<file path="src/inc/t2io_cfg.svh">
// address map, field masks, reset values for the timer-two register window
`ifndef T2IO_CFG_SVH
`define T2IO_CFG_SVH

// ----------------------------------------------------------------
// address ranges
// ----------------------------------------------------------------
`define T2IO_BIT_IO_MAX 8'h1f
`define T2IO_PORT_IO_MAX 8'h3f
`define T2IO_IO_OFFSET 8'h20
`define T2IO_EXT_LO 8'h60

// ----------------------------------------------------------------
// register addresses: data space, flag register as io address
// ----------------------------------------------------------------
`define T2IO_CTRL_A_ADDR 8'hb0
`define T2IO_CTRL_B_ADDR 8'hb1
`define T2IO_COUNT_ADDR 8'hb2
`define T2IO_CMP_A_ADDR 8'hb3
`define T2IO_CMP_B_ADDR 8'hb4
`define T2IO_FLAG_IO_ADDR 8'h17

// ----------------------------------------------------------------
// field masks
// ----------------------------------------------------------------
`define T2IO_CTRL_A_MASK 8'hf3
`define T2IO_CTRL_B_MASK 8'h0f
`define T2IO_FORCE_A_BIT 7
`define T2IO_FORCE_B_BIT 6
`define T2IO_FLAG_MASK 8'h07

// ----------------------------------------------------------------
// reset values
// ----------------------------------------------------------------
`define T2IO_CTRL_A_RST 8'h00
`define T2IO_CTRL_B_RST 8'h00
`define T2IO_COUNT_RST 8'h00
`define T2IO_CMP_A_RST 8'h00
`define T2IO_CMP_B_RST 8'h00
`define T2IO_FLAG_RST 8'h00

`endif

</file>
<file path="src/inc/t2io_pkg.sv">
// types shared by the timer-two register window
package t2io_pkg;

  typedef enum logic [3:0] {
    T2IO_OP_NONE = 4'b0000,
    T2IO_OP_IN = 4'b0001,
    T2IO_OP_OUT = 4'b0010,
    T2IO_OP_LOAD = 4'b0011,
    T2IO_OP_STORE = 4'b0100,
    T2IO_OP_BIT_SET = 4'b0101,
    T2IO_OP_BIT_CLEAR = 4'b0110,
    T2IO_OP_SKIP_SET = 4'b0111,
    T2IO_OP_SKIP_CLEAR = 4'b1000
  } t2io_op_e;

endpackage : t2io_pkg

</file>
<file path="src/hw/t2io_regs.sv">
// io-space decoder with timer-two registers and a bit-accessible flag register
//
// Behaviour
// - bit set/clear only for io 0x00-0x1F
// - skip ops test one bit, low range
// - flags clear on one, zero leaves them
// - bit set/clear touches only addressed bit
// - in/out reach only io 0x00-0x3F
// - data-space address is io address plus 0x20
// - extended 0x60-0xFF only by load/store
`include "t2io_cfg.svh"

module t2io_regs (
  // clock and reset
  input wire logic i_ref_clk,
  input wire logic i_resetn,
  // core access
  input wire t2io_pkg::t2io_op_e i_op,
  input wire logic [7:0] i_addr,
  input wire logic [2:0] i_bit,
  input wire logic [7:0] i_wdata,
  // core answer
  output logic o_ack,
  output logic [7:0] o_rdata,
  output logic o_skip,
  output logic o_err,
  // timer side
  input wire logic i_count_step,
  input wire logic [2:0] i_flag_set,
  output logic [7:0] o_ctrl_a,
  output logic [7:0] o_ctrl_b,
  output logic [7:0] o_count,
  output logic [7:0] o_cmp_a,
  output logic [7:0] o_cmp_b,
  output logic o_force_a,
  output logic o_force_b,
  output logic [7:0] o_flags
);

  // ----------------------------------------------------------------
  // decode
  // ----------------------------------------------------------------
  logic is_short;
  logic is_bit;
  logic is_test;
  logic is_ds;
  logic bad;
  logic [7:0] daddr;
  logic do_write;
  logic do_bitwr;
  logic do_read;
  logic sel_ctrl_a;
  logic sel_ctrl_b;
  logic sel_count;
  logic sel_cmp_a;
  logic sel_cmp_b;
  logic sel_flag;
  logic [7:0] rd_val;
  logic [7:0] bit_value;
  logic bit_now;

  assign is_short = (i_op == t2io_pkg::T2IO_OP_IN) || (i_op == t2io_pkg::T2IO_OP_OUT);
  assign is_bit = (i_op == t2io_pkg::T2IO_OP_BIT_SET) || (i_op == t2io_pkg::T2IO_OP_BIT_CLEAR);
  assign is_test = (i_op == t2io_pkg::T2IO_OP_SKIP_SET) || (i_op == t2io_pkg::T2IO_OP_SKIP_CLEAR);
  assign is_ds = (i_op == t2io_pkg::T2IO_OP_LOAD) || (i_op == t2io_pkg::T2IO_OP_STORE);

  always_comb begin
    if ((is_bit || is_test) && (i_addr > `T2IO_BIT_IO_MAX)) begin
      bad = 1'b1;
    end else if (is_short && (i_addr > `T2IO_PORT_IO_MAX)) begin
      bad = 1'b1;
    end else begin
      bad = 1'b0;
    end
  end

  // short forms above 0x3f are refused, so a sum of 0x60 and up is never acted on
  assign daddr = is_ds ? i_addr : 8'(i_addr + `T2IO_IO_OFFSET);

  assign do_write = !bad && ((i_op == t2io_pkg::T2IO_OP_OUT) || (i_op == t2io_pkg::T2IO_OP_STORE));
  assign do_bitwr = !bad && is_bit;
  assign do_read = !bad && ((i_op == t2io_pkg::T2IO_OP_IN) || (i_op == t2io_pkg::T2IO_OP_LOAD));

  always_comb begin
    sel_ctrl_a = 1'b0;
    sel_ctrl_b = 1'b0;
    sel_count = 1'b0;
    sel_cmp_a = 1'b0;
    sel_cmp_b = 1'b0;
    sel_flag = 1'b0;
    if (daddr == `T2IO_CTRL_A_ADDR) begin
      sel_ctrl_a = 1'b1;
    end else if (daddr == `T2IO_CTRL_B_ADDR) begin
      sel_ctrl_b = 1'b1;
    end else if (daddr == `T2IO_COUNT_ADDR) begin
      sel_count = 1'b1;
    end else if (daddr == `T2IO_CMP_A_ADDR) begin
      sel_cmp_a = 1'b1;
    end else if (daddr == `T2IO_CMP_B_ADDR) begin
      sel_cmp_b = 1'b1;
    end else if (daddr == 8'(`T2IO_FLAG_IO_ADDR + `T2IO_IO_OFFSET)) begin
      sel_flag = 1'b1;
    end
  end

  // reserved addresses fall through to zero
  always_comb begin
    if (sel_ctrl_a) begin
      rd_val = o_ctrl_a;
    end else if (sel_ctrl_b) begin
      rd_val = o_ctrl_b;
    end else if (sel_count) begin
      rd_val = o_count;
    end else if (sel_cmp_a) begin
      rd_val = o_cmp_a;
    end else if (sel_cmp_b) begin
      rd_val = o_cmp_b;
    end else if (sel_flag) begin
      rd_val = o_flags;
    end else begin
      rd_val = 8'h00;
    end
  end

  // only the flag register lives in the bit-accessible range here
  t2io_bitop #(
    .WIDTH(8)
  ) u_bitop (
    .i_value(o_flags),
    .i_w1c_mask(`T2IO_FLAG_MASK),
    .i_bit(i_bit),
    .i_set(i_op == t2io_pkg::T2IO_OP_BIT_SET),
    .o_write_value(bit_value),
    .o_bit(bit_now)
  );

  // ----------------------------------------------------------------
  // answer
  // ----------------------------------------------------------------
  always_ff @(posedge i_ref_clk or negedge i_resetn) begin
    if (!i_resetn) begin
      o_ack <= 1'b0;
      o_rdata <= 8'h00;
      o_skip <= 1'b0;
      o_err <= 1'b0;
    end else begin
      o_ack <= (i_op != t2io_pkg::T2IO_OP_NONE);
      o_err <= bad;
      o_rdata <= do_read ? rd_val : 8'h00;
      if (!bad && is_test && sel_flag) begin
        o_skip <= (i_op == t2io_pkg::T2IO_OP_SKIP_SET) ? bit_now : !bit_now;
      end else begin
        o_skip <= 1'b0;
      end
    end
  end

  // ----------------------------------------------------------------
  // timer-two registers
  // ----------------------------------------------------------------
  always_ff @(posedge i_ref_clk or negedge i_resetn) begin
    if (!i_resetn) begin
      o_ctrl_a <= `T2IO_CTRL_A_RST;
      o_ctrl_b <= `T2IO_CTRL_B_RST;
      o_cmp_a <= `T2IO_CMP_A_RST;
      o_cmp_b <= `T2IO_CMP_B_RST;
    end else if (do_write) begin
      if (sel_ctrl_a) begin
        o_ctrl_a <= i_wdata & `T2IO_CTRL_A_MASK;
      end
      if (sel_ctrl_b) begin
        o_ctrl_b <= i_wdata & `T2IO_CTRL_B_MASK;
      end
      if (sel_cmp_a) begin
        o_cmp_a <= i_wdata;
      end
      if (sel_cmp_b) begin
        o_cmp_b <= i_wdata;
      end
    end
  end

  // force bits are strobes: they act once and always read back as zero
  always_ff @(posedge i_ref_clk or negedge i_resetn) begin
    if (!i_resetn) begin
      o_force_a <= 1'b0;
      o_force_b <= 1'b0;
    end else begin
      o_force_a <= do_write && sel_ctrl_b && i_wdata[`T2IO_FORCE_A_BIT];
      o_force_b <= do_write && sel_ctrl_b && i_wdata[`T2IO_FORCE_B_BIT];
    end
  end

  // a software write beats a same-cycle step from the timer
  always_ff @(posedge i_ref_clk or negedge i_resetn) begin
    if (!i_resetn) begin
      o_count <= `T2IO_COUNT_RST;
    end else if (do_write && sel_count) begin
      o_count <= i_wdata;
    end else if (i_count_step) begin
      o_count <= 8'(o_count + 8'h01);
    end
  end

  // ----------------------------------------------------------------
  // write-one-to-clear flags
  // ----------------------------------------------------------------
  logic [7:0] flag_clr;

  always_comb begin
    if (do_write && sel_flag) begin
      flag_clr = i_wdata & `T2IO_FLAG_MASK;
    end else if (do_bitwr && sel_flag) begin
      flag_clr = bit_value & `T2IO_FLAG_MASK;
    end else begin
      flag_clr = 8'h00;
    end
  end

  // a set in the clearing cycle wins
  always_ff @(posedge i_ref_clk or negedge i_resetn) begin
    if (!i_resetn) begin
      o_flags <= `T2IO_FLAG_RST;
    end else begin
      o_flags <= (o_flags & ~flag_clr) | {5'b00000, i_flag_set};
    end
  end
endmodule : t2io_regs

</file>
<file path="src/hw/t2io_bitop.sv">
// per-bit value builder for single-bit set and clear on a register
module t2io_bitop #(
  parameter int WIDTH = 8
) (
  // register state
  input wire logic [WIDTH-1:0] i_value,
  input wire logic [WIDTH-1:0] i_w1c_mask,
  // operation
  input wire logic [2:0] i_bit,
  input wire logic i_set,
  // result
  output logic [WIDTH-1:0] o_write_value,
  output logic o_bit
);

  // w1c bits get a one only at the addressed position, so siblings are
  // never cleared by the read-modify-write
  genvar g;
  generate
    for (g = 0; g < WIDTH; g++) begin : g_bit
      always_comb begin
        if (i_bit == 3'(g)) begin
          o_write_value[g] = i_set;
        end else if (i_w1c_mask[g]) begin
          o_write_value[g] = 1'b0;
        end else begin
          o_write_value[g] = i_value[g];
        end
      end
    end
  endgenerate

  assign o_bit = i_value[i_bit];

endmodule : t2io_bitop

</file>
<file path="config.mk">
export PLATFORM = sky130hd
export DESIGN_NAME = t2io_regs
export DESIGN_NICKNAME = d
export VERILOG_FILES = /design/src/inc/t2io_pkg.sv /design/src/hw/t2io_regs.sv /design/src/hw/t2io_bitop.sv
export VERILOG_INCLUDE_DIRS = /design/src /design/src/inc
export SDC_FILE = /design/constraint.sdc
export NUM_CORES = 1
export LEC_CHECK = 0
export BUFFER_PORTS_ARGS = -buffer_cell sky130_fd_sc_hd__buf_4
export CORE_MARGIN = 3
export CORE_UTILIZATION = 55
export DETAILED_ROUTE_END_ITERATION = 10
export PLACE_DENSITY = 0.85
export SYNTH_ARGS = -nofsm -noshare
export SYNTH_HDL_FRONTEND = slang
export SYNTH_SLANG_ARGS = --single-unit
</file>
<file path="constraint.sdc">
create_clock -name i_ref_clk -period 2.5 [get_ports i_ref_clk]
set_input_delay 0.25 -clock i_ref_clk [delete_from_list [all_inputs] [get_ports i_ref_clk]]
set_output_delay 0.25 -clock i_ref_clk [all_outputs]
set_load 0.01 [all_outputs]
</file>
==> results of run 1 <==
[where the power goes]
group	total [uW]	switching (uW)	internal, uW	leakage, uW
registers	974	103	870	0.000664
clock network	470	279	192	0.0000362
logic	495	222	272	0.00103
total	1940	604	1330	0.00173
[through the flow]
step	setup TNS (ns)	std cells	hold slack [ns]
2_1_floorplan	0	265	-0.04559
3_3_place_gp	-0.3240	410	0.3074
3_5_place_dp	-1.448	410	0.3115
4_1_cts	0	418	0.1864
5_1_grt	0	418	0.1951
6_report	0	418	0.1849
[state kept, by name, summed over array words and instances, names as in the netlist]
name,cells
o_err,1
o_rdata,8
o_ack,1
o_ctrl_a,6
o_force_b,1
o_skip,1
o_flags,3
o_cmp_a,8
o_force_a,1
o_ctrl_b,4
o_count,8
o_cmp_b,8
[kinds of logic after synthesis]
logic type / Yosys count / share of synthesized area
buf+inv: 25 / 0.04955
flops: 50 / 0.4505
other cells: 1 / 0.001350
simple gates: 90 / 0.1910
xor+xnor: 8 / 0.02523
mux: 42 / 0.1734
compound gates: 37 / 0.1000
fa+ha+maj: 2 / 0.009008
[cell type report]
| cell class | count | area share |
|---|---|---|
| clock inverters | 2 | 0.004125 |
| clock buffers | 5 | 0.01891 |
| well taps | 67 | 0.02303 |
| multi-input cells | 190 | 0.3929 |
| inverters | 8 | 0.008250 |
| flip-flops and latches | 50 | 0.3438 |
| repair buffers | 96 | 0.2090 |
[metal layers]
layer	up-vias	wire [um]	track usage
li1	1086	-	-
met1	1168	2908	0.3239
met2	116	3808	0.4399
met3	17	473	0.03991
met4	0	158	0.1121
met5	-	0	0
[final timing paths]
path	start	end	depth (start not counted)
hold / removal	i_wdata[7]	o_force_a$_DFF_PN0_	2
setup reg to reg	o_count[0]$_DFFE_PN0P_	o_count[6]$_DFFE_PN0P_	5
setup / recovery	i_op[1]	o_cmp_a[2]$_DFFE_PN0P_	7
min in group asynchronous	i_resetn	o_count[7]$_DFFE_PN0P_	2
hold reg to reg	o_cmp_b[2]$_DFFE_PN0P_	o_cmp_b[2]$_DFFE_PN0P_	1
max in group asynchronous	i_resetn	o_flags[1]$_DFF_PN0_	2
[cells in the mapped netlist, types with 3 or more instances]
library cell  instances
a222oi_1              4
nand2_1              27
xnor2_1               6
a21oi_1               8
nor2_1               17
buf_4                11
or3_1                 5
dfrtp_1              50
a31oi_1               3
clkbuf_1              3
o21ai_0               8
and2_1                3
mux2_2               38
nand4_1               3
nand2b_1              9
inv_1                 8
nor3_1                4
[critical path, delay by kind of cell]
family / cells / cell delay, ns
buffers and inverters: 2 / 0.35
multiplexers: 2 / 0.69
AND/OR/NAND/NOR: 3 / 1.20
==> results_dict.tcl, run 1 <==
set metrics [dict create \
    grt_pass1_wl_um 11950 \
    required_ns 2.70 \
    drive_above_1_share 0.4245 \
    areaGrowthSynthToFinish_pct 31.04 \
    cts.sinks 50 \
    ant_nets 0 \
    detail_route.first_pass.iterations 6 \
    arrival_ns 2.50 \
    maxSlewHeadroom 0.5937 \
    cts_buffers 5 \
    period_share 0.9217 \
    finalPower_uw 1938 \
    status "complete, no violations" \
    grt_pass1_vias 2402 \
    synthArstFlopShare 1.000 \
    io_pins 90 \
    start_util 0.5766 \
    yosysUniqueCellTypes 54 \
    synth_top_area_cell "dfrtp_1" \
    dr_total_vias 2387 \
    power_density_nw_per_um2 532.6 \
    pre_cts_ws_ns -0.1170 \
    die_width_um 77.07 \
    start_kind "input port" \
    cap_violations 0 \
    gr-total-overflow 0 \
    max_freq_mhz 434.0 \
    min_path_type "in -> reg" \
    synth_top_flop_cell "dfrtp_1" \
    final_common_cell "buf_4" \
    root_buffer "clkbuf_8" \
    synth-seq-area-share 0.4505 \
    synth_edf_count 0 \
    design_area_um2 3640 \
    rrSetupSlack_ns 0.95 \
    max_slew.worst_pin.slew_ns 0.6048 \
    postLayoutCoreUtil 0.7556 \
    diodes 0 \
    fin_ws_ns 0.1959 \
    netlist.area_leader.share 0.4505 \
    drt_iter0_drc 162 \
    cts.htree.levels 2 \
    drc 0 \
    grt.total_usage 0.2576 \
    nets 382 \
    crit_fanout 6 \
    final-max-slew-violation-count 0 \
    cts_hold_buf 1 \
    skew_ns 0.008487 \
    clk_latency_ns 0.31 \
    yosysWarnings 0 \
    syn_area_per_cell_um2 10.89 \
    wl_per_cell_um 17.58 \
    antenna_found_initial 0 \
    hpwl_um 5594 \
    max_stage_delay_ns 0.61 \
    multi_input_area_um2 1430 \
    numPortBuffers 78 \
    regArea_um2 1251 \
    die_area_um2 5939 \
    die_h_um 77.07 \
    routed_wl_um 7350 \
    grt_max_degree 51 \
    cp_slowest_cell "or4b_1" \
    period_needed_ns 2.304 \
    post_cts_buffers 0 \
    place_congestion 0.8551 \
    finalSetupViolations 0 \
    hold_viol 0 \
    cts_tree "done" \
    fp.coreArea_um2 4817 \
    end_kind "flop" \
    place_area_um2 3546 \
    rows 25 \
    p_leak_uw 0.001731 \
    clk_pin_slew_ns 0.09 \
    syn_inst 255 \
    netlist_area_um2 2778 \
    cpMostUsedCell "buf_4" \
    final.fill_count 347 \
    crit_chain "buf_4 -> or4b_1 -> nand2_1 -> mux2_4 -> nor4bb_1 -> buf_4 -> mux2_2" \
    vias_per_cell 5.711 \
    irDropWorstVdd_uv 479.6 \
    rsz0062_at_grt "false" \
    synthTopCellsByArea "dfrtp_1 (45%), mux2_2 (15%), nand2_1 (3.6%), buf_4 (3.0%), nor2_1 (2.3%)" \
    ys_ff_latch 50 \
    layout_common_cells "buf_4 (92), dfrtp_1 (50), mux2_2 (37)" \
    timing_worst_setup_path_type "in -> reg" \
    clockBufferDepth 2 \
    cts-resized-gates 0 \
]
(Power assumes the default switching activity.)
==> run 2: changes to the inputs <==
--- a/config.mk
+++ b/config.mk
@@ -8,9 +8,9 @@
 export LEC_CHECK = 0
 export BUFFER_PORTS_ARGS = -buffer_cell sky130_fd_sc_hd__buf_4
 export CORE_MARGIN = 3
-export CORE_UTILIZATION = 55
+export CORE_UTILIZATION = 40
 export DETAILED_ROUTE_END_ITERATION = 10
-export PLACE_DENSITY = 0.85
+export PLACE_DENSITY = 0.64
 export SYNTH_ARGS = -nofsm -noshare
 export SYNTH_HDL_FRONTEND = slang
 export SYNTH_SLANG_ARGS = --single-unit
==> results_dict.tcl, run 2 (same netlist as run 1, synthesis figures left out) <==
set metrics [dict create \
    clockBufferDepth 2 \
    hold_viol 0 \
    antenna_found_initial 0 \
    wl_met3_um 383 \
    detail_route.first_pass.iterations 4 \
    startpoint "i_op[1]" \
    numPortBuffers 78 \
    layout_common_cells "buf_4 (92), dfrtp_1 (50), mux2_2 (37)" \
    reg2regPathDepth 5 \
    tns_ns 0 \
    timing_worst_setup_path_type "in -> reg" \
    wl_per_cell_um 17.18 \
    dp_cells 418 \
    postLayoutCoreUtil 0.5598 \
    start_kind "input port" \
    cts_buffers 5 \
    die_width_um 89.33 \
    grt_max_degree 51 \
    post_cts_buffers 0 \
    ant_nets 0 \
    fp.coreArea_um2 6531 \
    min_path_type "in -> reg" \
    arrival_ns 2.40 \
    status "complete, no violations" \
    final-max-slew-violation-count 0 \
    period_share 0.8787 \
    rsz0062_at_grt "false" \
    fin_cells 427 \
    design_area_um2 3656 \
    grt_pass1_vias 2156 \
    cap_violations 0 \
    nets 380 \
    root_buffer "clkbuf_8" \
    routed_wl_um 7335 \
    gr-total-overflow 0 \
    period_needed_ns 2.197 \
    areaGrowthSynthToFinish_pct 31.62 \
    fin_ws_ns 0.3034 \
    cts_tree "done" \
    place_area_um2 3525 \
    crit_fanout 10 \
    end_kind "flop" \
    cts.sinks 50 \
    power_density_nw_per_um2 569.7 \
    irDropWorstVdd_uv 473.8 \
    cp-endpoint "o_cmp_a[0]$_DFFE_PN0P_" \
    m1WireLength_um 3470 \
    grt_pass1_wl_um 11630 \
    rows 29 \
    hpwl_um 5485 \
    maxSlewHeadroom 0.5641 \
    max_slew.worst_pin.slew_ns 0.6539 \
    skew_ns 0.01044 \
    drt_iter0_drc 80 \
    io_pins 90 \
    pre_cts_ws_ns -0.02964 \
    required_ns 2.71 \
    wl_met2_um 3420 \
    p_leak_uw 0.001737 \
    place_congestion 0.7734 \
    final_common_cell "buf_4" \
    r2r-end "o_count[6]$_DFFE_PN0P_" \
    start_util 0.4253 \
    drc 0 \
    rrSetupSlack_ns 0.97 \
    vias_per_cell 5.407 \
    diodes 0 \
    finalSetupViolations 0 \
    die_h_um 89.33 \
    clk_pin_slew_ns 0.11 \
    cts.htree.levels 2 \
    die_area_um2 7980 \
    dr_total_vias 2309 \
    max_freq_mhz 455.2 \
    rr_startpoint "o_count[1]$_DFFE_PN0P_" \
    clk_latency_ns 0.32 \
    grt.total_usage 0.1913 \
    min_from "i_wdata[6]" \
    drive_above_1_share 0.4257 \
    dr.max_layer_used "met4" \
]
run 2: worst max-delay path, cell delays in order:
cell and delay, ns:
buf_4 0.11, or4b_1 0.62, nand2_1 0.16, mux2_4 0.39, nor4bb_2 0.30, buf_4 0.22
mux2_2 0.35
run 2: what timing repair did:
item,4_1_cts,5_1_grt
resized for setup,0,0
hold endpoints to repair,50,0
hold buffers,1,0
run 2: metal layers:
metal  GRT usage  up-vias
li1            -     1090
met1      0.2827     1136
met2      0.2940       77
met3     0.03410        6
met4     0.04060        0
met5           0        -
run 2: through the flow:
stage	hold WS, ns	power [uW]
floorplan	-0.04559	1242
global placement	0.3283	1456
detailed placement	0.3288	1463
CTS	0.1698	2089
global route	0.1837	2186
finish	0.1692	2083
run 2: worst min-delay path by stage:
stage                      endpoint  slack, ns  cells after the start
2_1_floorplan       o_ack$_DFF_PN0_      -0.05                      0
3_3_place_gp   o_flags[0]$_DFF_PN0_       0.33                      1
3_5_place_dp   o_flags[0]$_DFF_PN0_       0.33                      1
4_1_cts         o_force_b$_DFF_PN0_       0.17                      2
5_1_grt         o_force_b$_DFF_PN0_       0.18                      2
6_report        o_force_b$_DFF_PN0_       0.17                      2
run 2: power breakdown:
part	internal [uW]	total (uW)	switching [uW]
Sequential	870	972	102
Combinational	262	472	211
Clock	330	639	309
Total	1460	2080	621
run 2: cell type report:
type,instances,area (um^2)
inverters,8,30.03
well taps,77,96.34
repair buffers,94,720.7
flip-flops and latches,50,1251
fillers,595,2875
clock buffers,6,82.58
clock inverters,2,38.79
multi-input cells,190,1436
==> run 3: changes to the inputs <==
--- a/config.mk
+++ b/config.mk
@@ -6,7 +6,7 @@
 export SDC_FILE = /design/constraint.sdc
 export NUM_CORES = 1
 export LEC_CHECK = 0
-export BUFFER_PORTS_ARGS = -buffer_cell sky130_fd_sc_hd__buf_4
+export BUFFER_PORTS_ARGS = -buffer_cell sky130_fd_sc_hd__clkbuf_2
 export CORE_MARGIN = 3
 export CORE_UTILIZATION = 40
 export DETAILED_ROUTE_END_ITERATION = 10
==> results_dict.tcl, run 3 (same netlist as run 1, synthesis figures left out) <==
set metrics [dict create \
    status "complete, no violations" \
    final_common_cell "clkbuf_2" \
    clk_pin_slew_ns 0.11 \
    cts_hold_buf 0 \
    cap_violations 0 \
    place_congestion 0.8296 \
    ant_nets 0 \
    numPortBuffers 78 \
    startpoint "i_op[1]" \
    wl_per_cell_um 16.92 \
    die_h_um 89.33 \
    rrSetupSlack_ns 0.97 \
    maxSlewHeadroom 0.5022 \
    design_area_um2 3483 \
    drt_iter0_drc 115 \
    post_cts_buffers 0 \
    fp.coreArea_um2 6531 \
    grt_pass1_wl_um 11490 \
    root_buffer "clkbuf_8" \
    finalSetupViolations 0 \
    max_stage_delay_ns 0.62 \
    irDropWorstVdd_uv 340.3 \
    place_area_um2 3367 \
    detail_route.first_pass.iterations 5 \
    max_slew.worst_pin.slew_ns 0.7410 \
    critPathTopFamily "simple AND/OR/NAND/NOR gates" \
    cp_slowest_cell "or4b_1" \
    rows 29 \
    skew_ns 0.01107 \
    grt_pass1_vias 2223 \
    hold_ws_ns 0.02962 \
    final.fill_count 636 \
    rsz0062_at_grt "false" \
    r2r-end "o_count[6]$_DFFE_PN0P_" \
    arrival_ns 2.48 \
    start_kind "input port" \
    reg2regPathDepth 5 \
    period_needed_ns 2.271 \
    clockBufferDepth 2 \
    crit_fanout 9 \
    rr_startpoint "o_count[1]$_DFFE_PN0P_" \
    cts-resized-gates 0 \
    vias_per_cell 5.443 \
    period_share 0.9085 \
    drc 0 \
    final-max-slew-violation-count 0 \
    areaGrowthSynthToFinish_pct 25.41 \
    crit_buf_inv 2 \
    grt.total_usage 0.1876 \
    p_leak_uw 0.001698 \
    clk_latency_ns 0.31 \
    power_density_nw_per_um2 581.9 \
    drive_above_1_share 0.4350 \
    antenna_found_initial 0 \
    required_ns 2.70 \
    io_pins 90 \
    routed_wl_um 7294 \
    multi_input_area_um2 1436 \
    cts.sinks 50 \
    start_util 0.4253 \
    hold_viol 0 \
    die_width_um 89.33 \
    nets 384 \
    cts_buffers 5 \
    diodes 0 \
    dr_total_vias 2346 \
    crit_chain "clkbuf_2 -> or4b_1 -> nand2_1 -> mux2_4 -> nor4bb_2 -> buf_4 -> mux2_2" \
    cts_tree "done" \
    gr-total-overflow 0 \
    cts.htree.levels 2 \
    end_kind "flop" \
    timing_worst_setup_path_type "in -> reg" \
    hpwl_um 5523 \
    grt_max_degree 51 \
    regArea_um2 1251 \
    die_area_um2 7980 \
    min_path_type "in -> async" \
    max_freq_mhz 440.3 \
    layout_common_cells "clkbuf_2 (78), dfrtp_1 (50), mux2_2 (37)" \
]
-- run 3: layout make-up --
| type | count | area share |
|---|---|---|
| Clock buffer | 5 | 0.01976 |
| Clock inverter | 3 | 0.01365 |
| Inverter | 8 | 0.008621 |
| Multi-Input combinational cell | 190 | 0.4124 |
| Sequential cell | 50 | 0.3592 |
| Tap cell | 77 | 0.02766 |
| Timing Repair Buffer | 98 | 0.1588 |
-- run 3: worst reg2reg max path: stages (launching register included) --
cell     delay [ns]
dfrtp_1        0.50
ha_1           0.21
and3_1         0.19
nand4_1        0.13
xnor2_1        0.15
mux2_2         0.25
-- run 3: power by group --
group / internal, uW / switching (uW)
sequential: 870 / 105
clock: 306 / 307
combinational: 220 / 219
-- run 3: worst max-delay path by stage --
stage / depth (start not counted) / slack [ns] / to
2_1_floorplan: 6 / 0.03 / o_cmp_b[0]$_DFFE_PN0P_
3_3_place_gp: 7 / -0.03 / o_cmp_a[7]$_DFFE_PN0P_
5_1_grt: 7 / 0.14 / o_cmp_a[5]$_DFFE_PN0P_
4_1_cts: 7 / 0.25 / o_cmp_a[7]$_DFFE_PN0P_
3_5_place_dp: 7 / -0.08 / o_cmp_a[7]$_DFFE_PN0P_
6_report: 7 / 0.23 / o_cmp_a[7]$_DFFE_PN0P_
-- run 3: per-layer routing --
metal	global-route usage	vias to the layer above	share of wire
li1	-	1095	-
met1	0.2552	1162	0.44
met2	0.3088	81	0.49
met3	0.03410	8	0.058
met4	0.04871	0	0.011
met5	0	-	0
-- run 3: per-stage QoR --
stage | setup slack [ns] | utilization | TNS (ns) | std cells | power [uW]
2_1_floorplan | 0.03149 | - | 0 | 265 | 1242
3_3_place_gp | -0.03150 | 0.5155 | -0.2045 | 423 | 1414
3_5_place_dp | -0.07777 | 0.5155 | -0.4991 | 423 | 1431
4_1_cts | 0.2476 | 0.5333 | 0 | 431 | 2050
5_1_grt | 0.1390 | 0.5333 | 0 | 431 | 2137
6_report | 0.2288 | 0.5333 | 0 | 431 | 2027
